<file path="src/ddrcke_defs.svh">
// Timing counts, field positions and the mode register select for the clock-enable command logic
// Assumes inclusion by bare name from package and modules
`ifndef DDRCKE_DEFS_SVH
`define DDRCKE_DEFS_SVH
`define DDRCKE_CLK_MHZ        250
`define DDRCKE_TCKEMIN_CK     3
`define DDRCKE_TXS_NS         170
`define DDRCKE_TXS_CK         ((`DDRCKE_TXS_NS * `DDRCKE_CLK_MHZ + 999) / 1000)
`define DDRCKE_TXSDLL_CK      512
`define DDRCKE_BURST_CK       4
`define DDRCKE_DLL_OFF_CL     6
`define DDRCKE_DLL_OFF_CWL    6
`define DDRCKE_AL             0
`define DDRCKE_MR_DLL_BIT     0
`define DDRCKE_MR1_SEL        3'h1
`define DDRCKE_CNT_W          10
`define DDRCKE_LAT_W          5
`endif

</file>
<file path="src/ddrcke_pkg.sv">
// Types for the two ends of the clock-enable command link: command and state for the device, request for the controller
// Assumes the defines header is on the include path
package ddrcke_pkg;
  `include "ddrcke_defs.svh"
  typedef enum logic [3:0] {
    DDRCKE_C_DES, DDRCKE_C_NOP, DDRCKE_C_MRS, DDRCKE_C_REF, DDRCKE_C_PRE,
    DDRCKE_C_ACT, DDRCKE_C_WR, DDRCKE_C_RD, DDRCKE_C_ZQ, DDRCKE_C_BAD
  } ddrcke_cmd_type;
  typedef enum logic [2:0] {
    DDRCKE_S_IDLE, DDRCKE_S_ACTIVE, DDRCKE_S_PPD, DDRCKE_S_APD, DDRCKE_S_SREF, DDRCKE_S_XS
  } ddrcke_state_type;
  typedef enum logic [3:0] {
    DDRCKE_R_NONE, DDRCKE_R_ACT, DDRCKE_R_PRE, DDRCKE_R_RD, DDRCKE_R_WR,
    DDRCKE_R_PDN, DDRCKE_R_SREF, DDRCKE_R_WAKE, DDRCKE_R_DLL_OFF, DDRCKE_R_DLL_ON,
    DDRCKE_R_ODT
  } ddrcke_req_type;
endpackage

</file>
<file path="src/ddrcke_if.sv">
// Command and clock-enable pins between memory controller and memory device
// Assumes both ends run on the same clock
`timescale 1ns/1ns
interface ddrcke_if;
  logic        cs_n;
  logic        ras_n;
  logic        cas_n;
  logic        we_n;
  logic        cke;
  logic        odt;
  logic        reset_n;
  logic [2:0]  ba;
  logic [15:0] addr;
  modport ctrl (output cs_n, ras_n, cas_n, we_n, cke, odt, reset_n, ba, addr);
  modport dev  (input  cs_n, ras_n, cas_n, we_n, cke, odt, reset_n, ba, addr);
endinterface

</file>
<file path="src/ddrcke_device.sv">
// Device end: samples command and clock-enable pins, tracks power state
// Assumes pins come from another chip and pass a two-stage synchroniser
`timescale 1ns/1ns
`include "ddrcke_defs.svh"
module ddrcke_device (
  input  wire logic                      clk,
  input  wire logic                      rstn,
  ddrcke_if.dev                          pins,
  output logic                           idle,
  output logic                           self_refresh,
  output logic                           power_down,
  output logic                           active_pd,
  output logic                           odt_enabled,
  output logic                           dll_off,
  output logic                           burst_busy,
  output logic                           refresh_busy,
  output logic                           illegal,
  output logic [`DDRCKE_LAT_W-1:0]       read_strobe_lat,
  output logic [7:0]                     banks_open
);
  import ddrcke_pkg::*;

  logic [24:0] sync1_r;
  logic [24:0] sync2_r;
  logic        rst_pin1_r;
  logic        rst_pin2_r;
  logic        cke_prev_r;
  ddrcke_state_type state_r;
  logic [`DDRCKE_CNT_W-1:0] burst_cnt_r;
  logic [`DDRCKE_CNT_W-1:0] xs_cnt_r;
  logic [`DDRCKE_CNT_W-1:0] cke_cnt_r;
  logic [15:0] mr1_r;
  logic [`DDRCKE_LAT_W-1:0] cl_r;

  logic        s_cs_n, s_ras_n, s_cas_n, s_we_n, s_cke, s_odt;
  logic [2:0]  s_ba;
  logic [15:0] s_addr;
  ddrcke_cmd_type cmd;

  function automatic ddrcke_cmd_type decode(input logic cs_n, input logic ras_n,
                                            input logic cas_n, input logic we_n);
    if (cs_n) begin
      return DDRCKE_C_DES;
    end
    unique case ({ras_n, cas_n, we_n})
      3'h7: return DDRCKE_C_NOP;
      3'h0: return DDRCKE_C_MRS;
      3'h1: return DDRCKE_C_REF;
      3'h2: return DDRCKE_C_PRE;
      3'h3: return DDRCKE_C_ACT;
      3'h4: return DDRCKE_C_WR;
      3'h5: return DDRCKE_C_RD;
      3'h6: return DDRCKE_C_ZQ;
      default: return DDRCKE_C_BAD;
    endcase
  endfunction

  // Pins cross from the other chip through two stages
  always_ff @(posedge clk) begin
    sync1_r    <= {pins.cs_n, pins.ras_n, pins.cas_n, pins.we_n, pins.cke, pins.odt,
                   pins.ba, pins.addr};
    sync2_r    <= sync1_r;
    rst_pin1_r <= pins.reset_n;
    rst_pin2_r <= rst_pin1_r;
  end

  assign {s_cs_n, s_ras_n, s_cas_n, s_we_n, s_cke, s_odt, s_ba, s_addr} = sync2_r;
  assign cmd = decode(s_cs_n, s_ras_n, s_cas_n, s_we_n);

  wire dev_rst = !rstn || !rst_pin2_r;
  wire cke_fall = cke_prev_r && !s_cke;
  wire cke_rise = !cke_prev_r && s_cke;
  wire cke_early = (cke_fall || cke_rise) &&
                   (cke_cnt_r < `DDRCKE_CNT_W'(`DDRCKE_TCKEMIN_CK - 1));
  wire quiet = (cmd == DDRCKE_C_NOP) || (cmd == DDRCKE_C_DES);
  wire bursting = (burst_cnt_r != '0);
  wire all_closed = (banks_open == 8'h00);

  always_ff @(posedge clk) begin
    if (dev_rst) begin
      // Enable idles high, so no false edge follows reset
      cke_prev_r <= 1'b1;
      cke_cnt_r  <= `DDRCKE_CNT_W'(`DDRCKE_TCKEMIN_CK);
    end else begin
      cke_prev_r <= s_cke;
      if (s_cke != cke_prev_r) begin
        cke_cnt_r <= '0;
      end else if (cke_cnt_r != `DDRCKE_CNT_W'(`DDRCKE_TCKEMIN_CK)) begin
        cke_cnt_r <= cke_cnt_r + 1'b1;
      end
    end
  end

  // Power state machine; odt never consulted here
  always_ff @(posedge clk) begin
    if (dev_rst) begin
      state_r <= DDRCKE_S_IDLE;
      xs_cnt_r <= '0;
    end else begin
      if (xs_cnt_r != '0) begin
        xs_cnt_r <= xs_cnt_r - 1'b1;
      end
      unique case (state_r)
        DDRCKE_S_IDLE, DDRCKE_S_ACTIVE: begin
          if (cke_fall && cmd == DDRCKE_C_REF && all_closed && !bursting) begin
            state_r <= DDRCKE_S_SREF;
          end else if (cke_fall && quiet) begin
            state_r <= all_closed ? DDRCKE_S_PPD : DDRCKE_S_APD;
          end else begin
            state_r <= all_closed ? DDRCKE_S_IDLE : DDRCKE_S_ACTIVE;
          end
        end
        DDRCKE_S_PPD, DDRCKE_S_APD: begin
          if (cke_rise) begin
            state_r <= all_closed ? DDRCKE_S_IDLE : DDRCKE_S_ACTIVE;
          end
        end
        DDRCKE_S_SREF: begin
          if (s_cke) begin
            state_r  <= DDRCKE_S_XS;
            xs_cnt_r <= `DDRCKE_CNT_W'(`DDRCKE_TXSDLL_CK);
          end
        end
        DDRCKE_S_XS: begin
          if (xs_cnt_r == '0) begin
            state_r <= DDRCKE_S_IDLE;
          end
        end
        default: state_r <= DDRCKE_S_IDLE;
      endcase
    end
  end

  wire take = s_cke && cke_prev_r &&
              (state_r == DDRCKE_S_IDLE || state_r == DDRCKE_S_ACTIVE);

  // Bank tracking and burst counter; bursts cannot be cut short
  always_ff @(posedge clk) begin
    if (dev_rst) begin
      banks_open  <= 8'h00;
      burst_cnt_r <= '0;
    end else begin
      if (bursting) begin
        burst_cnt_r <= burst_cnt_r - 1'b1;
      end
      if (take) begin
        unique case (cmd)
          DDRCKE_C_ACT: banks_open[s_ba] <= 1'b1;
          DDRCKE_C_PRE: begin
            if (s_addr[10]) begin
              banks_open <= 8'h00;
            end else begin
              banks_open[s_ba] <= 1'b0;
            end
          end
          DDRCKE_C_RD, DDRCKE_C_WR: begin
            if (!bursting) begin
              burst_cnt_r <= `DDRCKE_CNT_W'(`DDRCKE_BURST_CK);
            end
          end
          default: ;
        endcase
      end
    end
  end

  // Mode register one write; bank address picks the register
  always_ff @(posedge clk) begin
    if (dev_rst) begin
      mr1_r <= 16'h0000;
      cl_r  <= `DDRCKE_LAT_W'(`DDRCKE_DLL_OFF_CL);
    end else if (take && cmd == DDRCKE_C_MRS && s_ba == `DDRCKE_MR1_SEL) begin
      mr1_r <= s_addr;
    end
  end

  // Output registers
  always_ff @(posedge clk) begin
    if (dev_rst) begin
      idle            <= 1'b0;
      self_refresh    <= 1'b0;
      power_down      <= 1'b0;
      active_pd       <= 1'b0;
      odt_enabled     <= 1'b0;
      dll_off         <= 1'b0;
      burst_busy      <= 1'b0;
      refresh_busy    <= 1'b0;
      illegal         <= 1'b0;
      read_strobe_lat <= '0;
    end else begin
      idle         <= state_r == DDRCKE_S_IDLE && all_closed && !bursting && s_cke;
      self_refresh <= state_r == DDRCKE_S_SREF;
      power_down   <= state_r == DDRCKE_S_PPD || state_r == DDRCKE_S_APD;
      active_pd    <= state_r == DDRCKE_S_APD;
      odt_enabled  <= s_odt && state_r != DDRCKE_S_SREF;
      dll_off      <= mr1_r[`DDRCKE_MR_DLL_BIT];
      burst_busy   <= bursting;
      refresh_busy <= take && cmd == DDRCKE_C_REF;
      illegal      <= (take && cmd == DDRCKE_C_BAD) ||
                      ((cke_fall || cke_rise) && !quiet &&
                       !(cke_fall && cmd == DDRCKE_C_REF)) ||
                      cke_early ||
                      (state_r == DDRCKE_S_XS && !quiet);
      read_strobe_lat <= mr1_r[`DDRCKE_MR_DLL_BIT] ?
                         `DDRCKE_LAT_W'(`DDRCKE_AL) + cl_r - 1'b1 :
                         `DDRCKE_LAT_W'(`DDRCKE_AL) + cl_r;
    end
  end
endmodule

</file>
<file path="src/flat_wrapper.sv">
// flat-port wrapper written by rule: the top's interface ports become plain ports
module ddrcke_device_flat import ddrcke_pkg::*;
  (clk, rstn, idle, self_refresh, power_down, active_pd, odt_enabled, dll_off, burst_busy, refresh_busy, illegal, read_strobe_lat, banks_open, pins_cs_n, pins_ras_n, pins_cas_n, pins_we_n, pins_cke, pins_odt, pins_reset_n, pins_ba, pins_addr);
  ddrcke_if pins_i ();
  input  wire logic clk;
  input  wire logic rstn;
  output logic idle;
  output logic self_refresh;
  output logic power_down;
  output logic active_pd;
  output logic odt_enabled;
  output logic dll_off;
  output logic burst_busy;
  output logic refresh_busy;
  output logic illegal;
  output logic [`DDRCKE_LAT_W-1:0] read_strobe_lat;
  output logic [7:0] banks_open;
  input wire logic [$bits(pins_i.cs_n)-1:0] pins_cs_n;
  input wire logic [$bits(pins_i.ras_n)-1:0] pins_ras_n;
  input wire logic [$bits(pins_i.cas_n)-1:0] pins_cas_n;
  input wire logic [$bits(pins_i.we_n)-1:0] pins_we_n;
  input wire logic [$bits(pins_i.cke)-1:0] pins_cke;
  input wire logic [$bits(pins_i.odt)-1:0] pins_odt;
  input wire logic [$bits(pins_i.reset_n)-1:0] pins_reset_n;
  input wire logic [$bits(pins_i.ba)-1:0] pins_ba;
  input wire logic [$bits(pins_i.addr)-1:0] pins_addr;
  assign pins_i.cs_n = pins_cs_n;
  assign pins_i.ras_n = pins_ras_n;
  assign pins_i.cas_n = pins_cas_n;
  assign pins_i.we_n = pins_we_n;
  assign pins_i.cke = pins_cke;
  assign pins_i.odt = pins_odt;
  assign pins_i.reset_n = pins_reset_n;
  assign pins_i.ba = pins_ba;
  assign pins_i.addr = pins_addr;
  ddrcke_device u_core (.clk(clk), .rstn(rstn), .pins(pins_i), .idle(idle), .self_refresh(self_refresh), .power_down(power_down), .active_pd(active_pd), .odt_enabled(odt_enabled), .dll_off(dll_off), .burst_busy(burst_busy), .refresh_busy(refresh_busy), .illegal(illegal), .read_strobe_lat(read_strobe_lat), .banks_open(banks_open));
endmodule
</file>
<file path="config.mk">
export PLATFORM = sky130hd
export DESIGN_NAME = ddrcke_device_flat
export DESIGN_NICKNAME = d
export VERILOG_FILES = /design/src/ddrcke_pkg.sv /design/src/ddrcke_if.sv /design/src/ddrcke_device.sv /design/src/flat_wrapper.sv
export VERILOG_INCLUDE_DIRS = /design/src /design/src/src
export SDC_FILE = /design/constraint.sdc
export NUM_CORES = 1
export LEC_CHECK = 0
export BUFFER_PORTS_ARGS = -buffer_cell sky130_fd_sc_hd__buf_2
export CORE_ASPECT_RATIO = 0.7
export CORE_MARGIN = 1
export CORE_UTILIZATION = 45
export CTS_CLUSTER_SIZE = 8
export DETAILED_ROUTE_END_ITERATION = 10
export GPL_ROUTABILITY_DRIVEN = 0
export PLACE_DENSITY = 0.75
export SYNTH_ARGS = -nofsm -noshare
export SYNTH_HDL_FRONTEND = slang
export SYNTH_SLANG_ARGS = --single-unit
</file>
<file path="constraint.sdc">
create_clock -name clk -period 4.1 [get_ports clk]
set_input_delay 0.82 -clock clk [delete_from_list [all_inputs] [get_ports clk]]
set_output_delay 0.82 -clock clk [all_outputs]
set_load 0.02 [all_outputs]
</file>
# Word level (Yosys, flattened, before mapping)

Memories as Yosys holds them, arrays and structs flattened. A register that Yosys moved wholly into a read port is not among the register bits.
Cells that the tools add are included.

Divide/modulo/power cells: 0
$lt $le $gt $ge: 3
Add/subtract/negate cells: 3
Multiply operators: 0
Bitwise logic cells: 3
Shifts and indexed selects: 0
Muxes and demuxes: 25
Reductions and logical operators: 50
Equal/unequal tests: 20

Operators by type and width:

| kind                                                                   | count |
|---|---|
| 10-bit 2-to-1 mux                                                      | 7 |
| 1-bit logical AND                                                      | 21 |
| 10-bit nonzero test                                                    | 2 |
| 10-bit by 1-bit subtractor with 10-bit output (second input constant)  | 2 |
| 4-bit by 3-bit equality test with 1-bit output (second input constant) | 4 |
| 8-bit case mux with 2 select lines                                     | 1 |
| 3-bit 2-to-1 mux                                                       | 5 |
| 3-bit case mux with 4 select lines                                     | 1 |
| 10-bit by 1-bit adder with 10-bit output (second input constant)       | 1 |
| 10-bit logical NOT                                                     | 1 |
| 10-bit by 2-bit < comparator with 1-bit output (second input constant) | 1 |
| 10-bit by 2-bit != test with 1-bit output (second input constant)      | 1 |
| 8-bit AND                                                              | 1 |
| 4-bit by 2-bit equality test with 1-bit output (second input constant) | 2 |
| 8-bit logical NOT                                                      | 1 |
| 1-bit logical OR                                                       | 8 |
| 4-bit 2-to-1 mux                                                       | 2 |
| 8-bit 2-to-1 mux                                                       | 1 |
| 8-bit inverter                                                         | 1 |
| 8-bit bitwise OR                                                       | 1 |
| 2-bit OR reduction                                                     | 4 |
| 1-bit logical NOT                                                      | 7 |
| 3-bit by 1-bit equality test with 1-bit output (second input constant) | 2 |
| 3-bit by 2-bit equality test with 1-bit output (second input constant) | 2 |
| 16 further kinds                                                       | 25 |

Output and inout bits: 22
Bits in latches: 0
Memories: 1
Memory bits (read-only): 32
Bits in writable memories: 0
Bits of input ports: 28
Register bits after elaboration: 109

Memories:

| name             | words | width | read ports | clocked after Yosys merged registers in | wr ports | RTL line            | text |
|---|---|---|---|---|---|---|---|
| (name not given) | 8     | 4     | 1          | 1                                       | 0        | ddrcke_device.sv:45 | `unique case ({ras_n, cas_n, we_n})` |

# Longest topological paths before layout

Gate-level depths: netlist of the first run.

Depth after elaboration: 10
Depth in mapped cells: 8

# Least setup slack after synthesis of the first run

No wires, ideal clock.

Kind: flip-flop to flip-flop
From: register u_core.burst_cnt_r[5]
To: register u_core.state_r[2]
Required time: 4033 ps
Data arrival time: 2006 ps
Clock period less this slack: 2073 ps
Library setup time: 67 ps
Slack: 2027 ps
Stages on the path, launching flop included: 6
Cells stage by stage: dfxtp_1 > or3_4 > or4b_1 > buf_2 > or4_4 > o21ai_2

Cells in the longest elaborated chain, start to end: 5

RTL lines:

| item                               | RTL line             | text |
|---|---|---|
| start: declaration                 | ddrcke_device.sv:29  | `` logic [`DDRCKE_CNT_W-1:0] burst_cnt_r; `` |
| start signal: assignment           | ddrcke_device.sv:144 | `burst_cnt_r <= burst_cnt_r - 1'b1;` |
| start signal: assignment           | ddrcke_device.sv:158 | `` burst_cnt_r <= `DDRCKE_CNT_W'(`DDRCKE_BURST_CK); `` |
| 10-bit nonzero test                | ddrcke_device.sv:76  | `wire bursting = (burst_cnt_r != '0);` |
| via u_core.bursting                | ddrcke_device.sv:76  |  |
| 1-bit logical NOT                  | ddrcke_device.sv:105 | `if (cke_fall && cmd == DDRCKE_C_REF && all_closed && !bursting) begin` |
| 1-bit logical AND                  | ddrcke_device.sv:105 |  |
| 3-bit 2-to-1 mux                   | ddrcke_device.sv:105 |  |
| 3-bit case mux with 4 select lines | ddrcke_device.sv:103 | `unique case (state_r)` |
| end signal: assignment             | ddrcke_device.sv:108 | `state_r <= all_closed ? DDRCKE_S_PPD : DDRCKE_S_APD;` |
| end signal: assignment             | ddrcke_device.sv:110 | `state_r <= all_closed ? DDRCKE_S_IDLE : DDRCKE_S_ACTIVE;` |
| end signal: assignment             | ddrcke_device.sv:115 | `state_r <= all_closed ? DDRCKE_S_IDLE : DDRCKE_S_ACTIVE;` |
| end: declaration                   | ddrcke_device.sv:28  | `ddrcke_state_type state_r;` |

The timed path passes the listed nets, and every way through them passes these cells.
A chain may end at the register's enable or synchronous reset.

# Worst setup path after layout of the first run

From: register u_core.burst_cnt_r[2]
To: register u_core.idle

Cells in the longest elaborated chain, start to end: 4

RTL lines:

| item                            | RTL line             | text |
|---|---|---|
| 10-bit nonzero test             | ddrcke_device.sv:76  |  |
| 1-bit logical NOT               | ddrcke_device.sv:191 | `idle <= state_r == DDRCKE_S_IDLE && all_closed && !bursting && s_cke;` |
| 1-bit logical AND (2 in series) | ddrcke_device.sv:191 |  |
| end signal: assignment          | ddrcke_device.sv:191 |  |
| end: declaration                | ddrcke_device.sv:9   | `output logic idle,` |

No other way between the ends.

==> flow_summary_export.csv, run 1 <==
group,metric,value,unit
status,outcome,"finished clean",
worst_setup_path,crit_required,4.38,ns
sta,min_period,2.337,ns
drt,ant_nets,0,
synthesis,synthArstFlopShare,0,%
worst_setup_path,crit_type,"register to register",
drt,vias,2377,
global_routing,gr-total-overflow,0,
drt,post_drt_wl_per_cell,12.07,µm
floorplan,ioPinCount,50,
sta,whs,0.3294,ns
final_layout,regArea,1582,µm²
sta,fmax,0.4278,GHz
worst_setup_path,cp.buffers_inverters,0,
global_routing,grt_start_max_net_pins,20,
power,p_total,2.303,mW
floorplan,dieArea,7205,µm²
drt,drcViolationCount,0,
sta,final_max_slew_viol_count,0,
synthesis,synthesis.area,3089,µm²
cts,clkLatencyLatePin,0.35,ns
worst_hold_path,hold_path_class,"register to register",
worst_setup_path,reg2regPathDepth,4,
final_layout,nets,404,
sta,skew,0.009219,ns
placement,portBuffers,33,
worst_hold_path,hold_depth,0,
worst_setup_path,crit_slowest_cell,"or4b_1",
cts,cts_resized,0,
placement,dp_hpwl,3994,µm
worst_setup_path,critical_path_cell_count,4,
synthesis,netlist_instances,328,
power,p_leak,1.506,nW
final_layout,layout_common_cells,"79 x dfxtp_1, 34 x nor2_1, 33 x buf_2",
power,powerDensity,650.9,nW/µm²
cts,cts_hold_buf,0,
power,peakVddDrop,0.3047,mV
sta,hold_violations,0,
cts,cts_setup_buffers,0,
run,maxCapViolations,0,
worst_setup_path,crit_arrival,2.62,ns
global_routing,first_global_vias,2149,
floorplan,start_util,48.07,%
final_layout,syn_to_final_growth,14.54,%
cts,clockBufferDepth,2,
synthesis,ys.flop_type,"dfxtp_1",
floorplan,rows,24,
drt,drt-initial-drc-count,96,
synthesis,synth_seq_area_share,51.19,%
worst_setup_path,slowest_delay,0.67,ns
cts,h-tree-depth,3,
cts,cts_buffers,9,
sta,relSlewSlack,59.33,%
worst_setup_path,path_cells,"nor3_1 > or4b_1 > or4_4 > nor3_2",
synthesis,ys_ff_latch,79,
floorplan,core-area,6426,µm²
worst_setup_path,cp-end-kind,"register",
drt,drt_wl_total,5551,µm
synthesis,synth_cell_types,51,
sta,rsz0062_at_grt,"no",
final_layout,nFillCells,607,
worst_setup_path,critPathMaxFanout,10,
drt,viasPerCell,5.167,
final_layout,multi_input_area,1416,µm²
synthesis,yosysWarnings,0,
drt,drt_pass1_iterations,4,
floorplan,die_w,101.0,µm
final_layout,antenna_cells,0,
cts,cts_tree,"yes",
cts,cts.clk_slew.worst_paths,0.08,ns
floorplan,die_h,71.32,µm
global_routing,antenna_found_initial,0,
sta,finalCritPeriodShare,57.01,%
sta,setup_viol,0,
global_routing,grt_first_pass_wirelength,9549,µm
cts,clk_root_buffer_cell,"clkbuf_8",
global_routing,grt_use_total,16.86,%
cts,clock-sinks,79,
final_layout,final_common_cell,"dfxtp_1",
synthesis,synth_edf_count,0,
sta,fin_setup_tns,0,ns
final_layout,drive_gt1_share,15.99,%
worst_setup_path,setup.worst_path.start_class,"register",
sta,tightest_slew,0.6053,ns
synthesis,syn_avg_cell_area,9.418,µm²
worst_setup_path,crit_family,"simple AND/OR/NAND/NOR gates",
[flip-flops by register name, indices dropped and copies added (netlist names), 3 cells and up, named ones only]
| name | flops |
|---|---|
| u_core.cke_cnt_r | 10 |
| u_core.banks_open | 8 |
| u_core.burst_cnt_r | 10 |
| u_core.read_strobe_lat | 3 |
| u_core.sync1_r | 11 |
| u_core.state_r | 3 |
| u_core.sync2_r | 9 |
| u_core.xs_cnt_r | 10 |
[layer usage]
layer	share of wire [%]	global-route usage [%]
met1	51	23.52
met2	43	23.97
met3	5.0	5.561
met4	0.83	6.924
met5	0	0
[worst paths after layout]
check,from,endpoint,slack [ns]
max,u_core.burst_cnt_r[2],u_core.idle,1.76
min,u_core.sync1_r[19],u_core.sync2_r[19],0.33
max reg2reg,u_core.burst_cnt_r[2],u_core.idle,1.76
min reg2reg,u_core.sync1_r[19],u_core.sync2_r[19],0.33
[stage by stage]
| stage | area, µm² | util (%) | worst slack [ns] | instances |
|---|---|---|---|---|
| 2_1_floorplan | 3093 | - | 2.027 | 329 |
| 3_3_place_gp | 3329 | 51.81 | 1.782 | 444 |
| 3_5_place_dp | 3329 | 51.81 | 1.749 | 444 |
| 4_1_cts | 3538 | 55.06 | 1.779 | 460 |
| 5_1_grt | 3538 | 55.06 | 1.615 | 460 |
| 6_report | 3538 | 55.06 | 1.763 | 460 |
[Yosys cell counts, drive strengths merged, types with 4 or more instances]
cell,count,area share (%)
dfxtp,79,51
nor2,34,4.1
nand2,24,2.9
o21ai,19,3.2
a21oi,16,2.6
ha,12,4.9
inv,12,1.5
nand3,10,1.6
xor2,9,2.6
nand2b,8,1.6
nand4,8,1.6
a31oi,7,1.4
nor3,7,1.3
nor4,7,1.4
clkbuf,6,0.73
or3,6,1.4
and3,5,1.0
o31ai,5,1.2
a211oi,4,0.97
and2,4,0.81
buf,4,0.89
[where the power goes]
part	total, mW	internal, mW	switching (mW)
Combinational	0.742	0.324	0.418
Sequential	0.961	0.869	0.0924
Clock	0.600	0.295	0.305
[final cells by class]
class,instances,area share (%)
Timing Repair Buffer,34,4.880
Tap cell,91,3.218
Inverter,12,1.273
Multi-Input combinational cell,228,40.03
Sequential cell,79,44.70
Clock buffer,9,3.501
Clock inverter,7,2.405
[kinds of logic (layout without fill, tap and decap cells)]
kind of cell	count (synthesis)	in the layout	synth area share, %
simple gates	138	138	24.42
flops	79	79	51.19
compound gates	61	61	11.95
buf+inv	22	62	3.078
fa+ha+maj	12	12	4.860
xor+xnor	12	12	3.402
mux	3	3	0.9721
other cells	1	2	0.1214
No activity file was read; power rests on OpenSTA's default activity.
==> inputs of run 2 (changes only) <==
--- a/config.mk
+++ b/config.mk
@@ -13,7 +13,7 @@
 export CTS_CLUSTER_SIZE = 8
 export DETAILED_ROUTE_END_ITERATION = 10
 export GPL_ROUTABILITY_DRIVEN = 0
-export PLACE_DENSITY = 0.75
+export PLACE_DENSITY = 0.77
 export SYNTH_ARGS = -nofsm -noshare
 export SYNTH_HDL_FRONTEND = slang
 export SYNTH_SLANG_ARGS = --single-unit
==> constraint.sdc (replaced) <==
create_clock -name clk -period 2.05 [get_ports clk]
set_input_delay 0.41 -clock clk [delete_from_list [all_inputs] [get_ports clk]]
set_output_delay 0.41 -clock clk [all_outputs]
set_load 0.02 [all_outputs]
==> flow_summary_export.csv, run 2 (synthesized netlist as in run 1, its figures left out) <==
group,metric,value,unit
final_layout,antenna_cells,0,
drt,drcViolationCount,0,
floorplan,dieArea,7205,µm²
global_routing,grt_first_pass_wirelength,10530,µm
sta,hold_violations,0,
final_layout,design_area,3625,µm²
sta,fmax,0.5094,GHz
final_layout,syn_to_final_growth,17.34,%
global_routing,first_global_vias,2320,
worst_setup_path,critPathMaxFanout,4,
floorplan,start_util,48.07,%
drt,viasPerCell,5.317,
power,peakVddDrop,0.5090,mV
sta,relSlewSlack,61.83,%
global_routing,gr-total-overflow,0,
final_layout,top_register,"u_core.sync1_r",
drt,vias,2499,
placement,dpl_cell_area,3402,µm²
worst_setup_path,crit_arrival,2.25,ns
floorplan,die_h,71.32,µm
drt,post_drt_wl_per_cell,12.90,µm
cts,clock-sinks,79,
sta,rsz0062_at_grt,"no",
final_layout,largest_reg_flops,11,
sta,skew,0.009035,ns
cts,clockBufferDepth,2,
worst_setup_path,cp.buffers_inverters,1,
final_layout,drive_gt1_share,19.79,%
worst_setup_path,cp-end-kind,"register",
cts,clk_root_buffer_cell,"clkbuf_8",
worst_setup_path,slowest_delay,0.54,ns
floorplan,die_w,101.0,µm
drt,ant_nets,0,
sta,min_period,1.963,ns
sta,tightest_slew,0.5647,ns
worst_setup_path,crit_type,"register to register",
global_routing,antenna_found_initial,0,
drt,drt_pass1_iterations,4,
worst_setup_path,crit_family,"simple AND/OR/NAND/NOR gates",
sta,whs,0.1494,ns
cts,cts_tree,"yes",
floorplan,core-area,6426,µm²
power,powerDensity,1236,nW/µm²
cts,h-tree-depth,3,
floorplan,ioPinCount,50,
sta,setup_viol,0,
cts,clkLatencyLatePin,0.36,ns
global_routing,grt_start_max_net_pins,16,
status,outcome,"finished clean",
final_layout,nFillCells,600,
power,p_leak,1.552,nW
worst_setup_path,crit_slowest_cell,"or4b_4",
placement,portBuffers,33,
run,maxCapViolations,0,
final_layout,final_common_cell,"dfxtp_1",
sta,final_max_slew_viol_count,0,
final_layout,nets,414,
worst_hold_path,hold_path_class,"input port to register",
drt,drt-initial-drc-count,110,
cts,cts.clk_slew.worst_paths,0.08,ns
drt,drt_wl_total,6061,µm
floorplan,rows,24,
placement,dp_hpwl,4267,µm
sta,fin_setup_tns,0,ns
global_routing,grt_use_total,18.88,%
worst_setup_path,crit_required,2.34,ns
final_layout,regArea,1583,µm²
sta,finalCritPeriodShare,95.76,%
final_layout,layout_common_cells,"78 x dfxtp_1, 34 x nor2_1, 33 x buf_2",
worst_setup_path,setup.worst_path.start_class,"register",
final_layout,multi_input_area,1434,µm²
cts,cts_buffers,9,
worst_setup_path,path_cells,"inv_2 > ha_2 > nand2b_1 > or4b_4 > or4_4 > nor3_2",
## run 2: area by class of cell
type	count	share of cell area [%]
clock buffers	9	3.417
clock inverters	7	2.140
inverters	12	1.243
flip-flops and latches	79	43.67
multi-input cells	228	39.56
well taps	91	3.141
repair buffers	44	6.835
## run 2: layer usage
layer	routed length, µm	global-route usage [%]
met1	2887	24.42
met2	2720	29.38
met3	349	6.439
met4	103	7.085
met5	0	0
## run 2: where the power goes
part / total (mW) / switching (mW) / internal [mW]
sequential: 1.87 / 0.159 / 1.72
combinational: 1.43 / 0.780 / 0.652
clock: 1.17 / 0.596 / 0.577
total: 4.48 / 1.53 / 2.94
## run 2: worst paths after layout
check	from	endpoint	slack (ns)	cells after the start
setup / recovery	u_core.burst_cnt_r[0]	u_core.idle	0.09	6
hold / removal	pins_addr[0]	u_core.sync1_r[0]	0.15	1
setup reg to reg	u_core.burst_cnt_r[0]	u_core.idle	0.09	6
hold reg to reg	u_core.sync1_r[18]	u_core.sync2_r[18]	0.33	0
## run 2: worst register-to-register path: stages, from the launching register on
cell and delay, ns:
dfxtp_2 0.34, inv_2 0.07, ha_2 0.18, nand2b_1 0.11, or4b_4 0.54, or4_4 0.54
nor3_2 0.11
## run 2: per-stage QoR
stage	setup slack [ns]	utilization (%)	total power, mW	std cells
after global routing	0.003126	56.41	4.780	470
final	0.08694	56.41	4.479	470
after CTS	0.004887	56.07	4.445	469
after global placement	0.08250	52.94	3.197	453
after floorplan	0.007886	-	2.981	329
after detailed placement	0.03244	52.94	3.261	453
## run 2: timing repair
item / 4_1_cts / 5_1_grt
endpoints found under the setup margin: 0 / 11
setup buffers: 0 / 1
endpoints found under the hold margin: 0 / 0
gates resized for setup: 0 / 5
hold buffers: 0 / 0
==> inputs of run 3 (changes only) <==
--- a/config.mk
+++ b/config.mk
@@ -9,11 +9,11 @@
 export BUFFER_PORTS_ARGS = -buffer_cell sky130_fd_sc_hd__buf_2
 export CORE_ASPECT_RATIO = 0.7
 export CORE_MARGIN = 1
-export CORE_UTILIZATION = 45
+export CORE_UTILIZATION = 35
 export CTS_CLUSTER_SIZE = 8
 export DETAILED_ROUTE_END_ITERATION = 10
 export GPL_ROUTABILITY_DRIVEN = 0
-export PLACE_DENSITY = 0.77
+export PLACE_DENSITY = 0.65
 export SYNTH_ARGS = -nofsm -noshare
 export SYNTH_HDL_FRONTEND = slang
 export SYNTH_SLANG_ARGS = --single-unit
==> flow_summary_export.csv, run 3 (synthesized netlist as in run 1, its figures left out) <==
group,metric,value,unit
status,outcome,"finished clean",
final_layout,largest_reg_flops,11,
worst_hold_path,hold_path_class,"input port to register",
final_layout,utilization,44.24,%
sta,relSlewSlack,60.07,%
run,maxCapViolations,0,
final_layout,antenna_cells,0,
floorplan,die_h,80.60,µm
final_layout,fin_cells,498,
global_routing,grt_use_met3,4.453,%
final_layout,nFillCells,837,
placement,portBuffers,33,
global_routing,busiest_layer,"met2",
sta,fin_setup_tns,0,ns
sta,min_period,1.931,ns
floorplan,ioPinCount,50,
floorplan,start_util,36.29,%
global_routing,antenna_found_initial,0,
sta,fmax,0.5179,GHz
final_layout,nets,413,
worst_setup_path,cp-end-kind,"register",
cts,clockBufferDepth,2,
final_layout,syn_to_final_growth,21.91,%
placement,dp_hpwl,4266,µm
sta,final_max_slew_viol_count,0,
power,p_total,4.879,mW
cts,clk_root_buffer_cell,"clkbuf_16",
power,peakVddDrop,0.6905,mV
worst_setup_path,critPathMaxFanout,5,
floorplan,core-area,8513,µm²
worst_setup_path,crit_required,2.32,ns
floorplan,rows,28,
worst_setup_path,crit_arrival,2.20,ns
final_layout,final_common_cell,"dfxtp_1",
power,p_leak,1.587,nW
drt,post_drt_wl_per_cell,11.97,µm
placement,pre_cts_ws,0.05689,ns
placement,dpl_cell_area,3438,µm²
sta,tightest_slew,0.5907,ns
global_routing,grt_first_pass_wirelength,10120,µm
sta,hold_violations,0,
final_layout,design_area,3766,µm²
cts,cts.clk_slew.worst_paths,0.06,ns
cts,clock-sinks,79,
cts,cts_buffers,9,
drt,drt-initial-drc-count,100,
floorplan,dieArea,9212,µm²
drt,drcViolationCount,0,
sta,finalCritPeriodShare,94.19,%
cts,cts_tree,"yes",
placement,dp_cells,482,
sta,whs,0.1761,ns
drt,viasPerCell,4.892,
sta,skew,0.003511,ns
sta,setup_viol,0,
sta,timing.final.ws_setup,0.1192,ns
cts,clkLatencyLatePin,0.33,ns
final_layout,top_register,"u_core.sync1_r",
final_layout,layout_common_cells,"79 x dfxtp_1, 34 x nor2_1, 33 x buf_2",
global_routing,grt_use_met2,21.15,%
final_layout,multi_input_area,1449,µm²
drt,drt_wl_total,5962,µm
floorplan,die_w,114.3,µm
global_routing,gr-total-overflow,0,
global_routing,first_global_vias,2244,
drt,vias,2436,
final_layout,drive_gt1_share,19.31,%
power,powerDensity,1296,nW/µm²
drt,ant_nets,0,
worst_setup_path,setup.worst_path.start_class,"register",
sta,rsz0062_at_grt,"no",
worst_setup_path,crit_type,"register to register",
global_routing,grt_use_total,14.00,%
cts,h-tree-depth,3,
drt,drt_pass1_iterations,4,
final_layout,regArea,1582,µm²
global_routing,grt_start_max_net_pins,16,
global_routing,use_met1,19.05,%
-- run 3: changes by cell type in the layout (fill, tap and decap cells not counted), sizes merged --
cell,previous run,this run
clkinvlp,1,2
buf,44,43
clkinv,1,3
clkbuf,9,10
inv,16,12
-- run 3: cell type report --
cell class	instances	share of cell area [%]
flip-flops and latches	79	41.99
multi-input cells	228	38.47
repair buffers	43	6.379
clock buffers	10	6.080
well taps	120	3.987
clock inverters	6	1.894
inverters	12	1.196
-- run 3: layer usage --
layer / vias to the layer above / wire length, µm
li1: 1257 / -
met1: 1126 / 3128
met2: 50 / 2561
met3: 3 / 239
met4: 0 / 32
met5: - / 0
-- run 3: timing repair --
item                       in CTS  in global routing
setup endpoints to repair       0                 10
gates resized for setup         0                  6
setup buffers                   0                  0
hold buffers                    0                  0
hold endpoints to repair        0                  0
-- run 3: critical path, stage by stage (launching register included) --
cell	delay (ns)
dfxtp_1	0.33
or3_4	0.39
or4b_4	0.49
or4_4	0.54
o21ai_2	0.11
-- run 3: final timing paths --
path                         startpoint                  to  slack (ns)  depth (start not counted)
setup / recovery  u_core.burst_cnt_r[7]   u_core.state_r[2]        0.12                          4
setup reg to reg  u_core.burst_cnt_r[7]   u_core.state_r[2]        0.12                          4
hold reg to reg      u_core.sync1_r[18]  u_core.sync2_r[18]        0.33                          0
hold / removal               pins_ras_n  u_core.sync1_r[23]        0.18                          1
-- run 3: report_power, final --
| part | internal, mW | switching (mW) | leakage, nW |
|---|---|---|---|
| logic | 0.659 | 0.772 | 0.799 |
| clock network | 0.948 | 0.623 | 0.139 |
| registers | 1.72 | 0.159 | 0.650 |
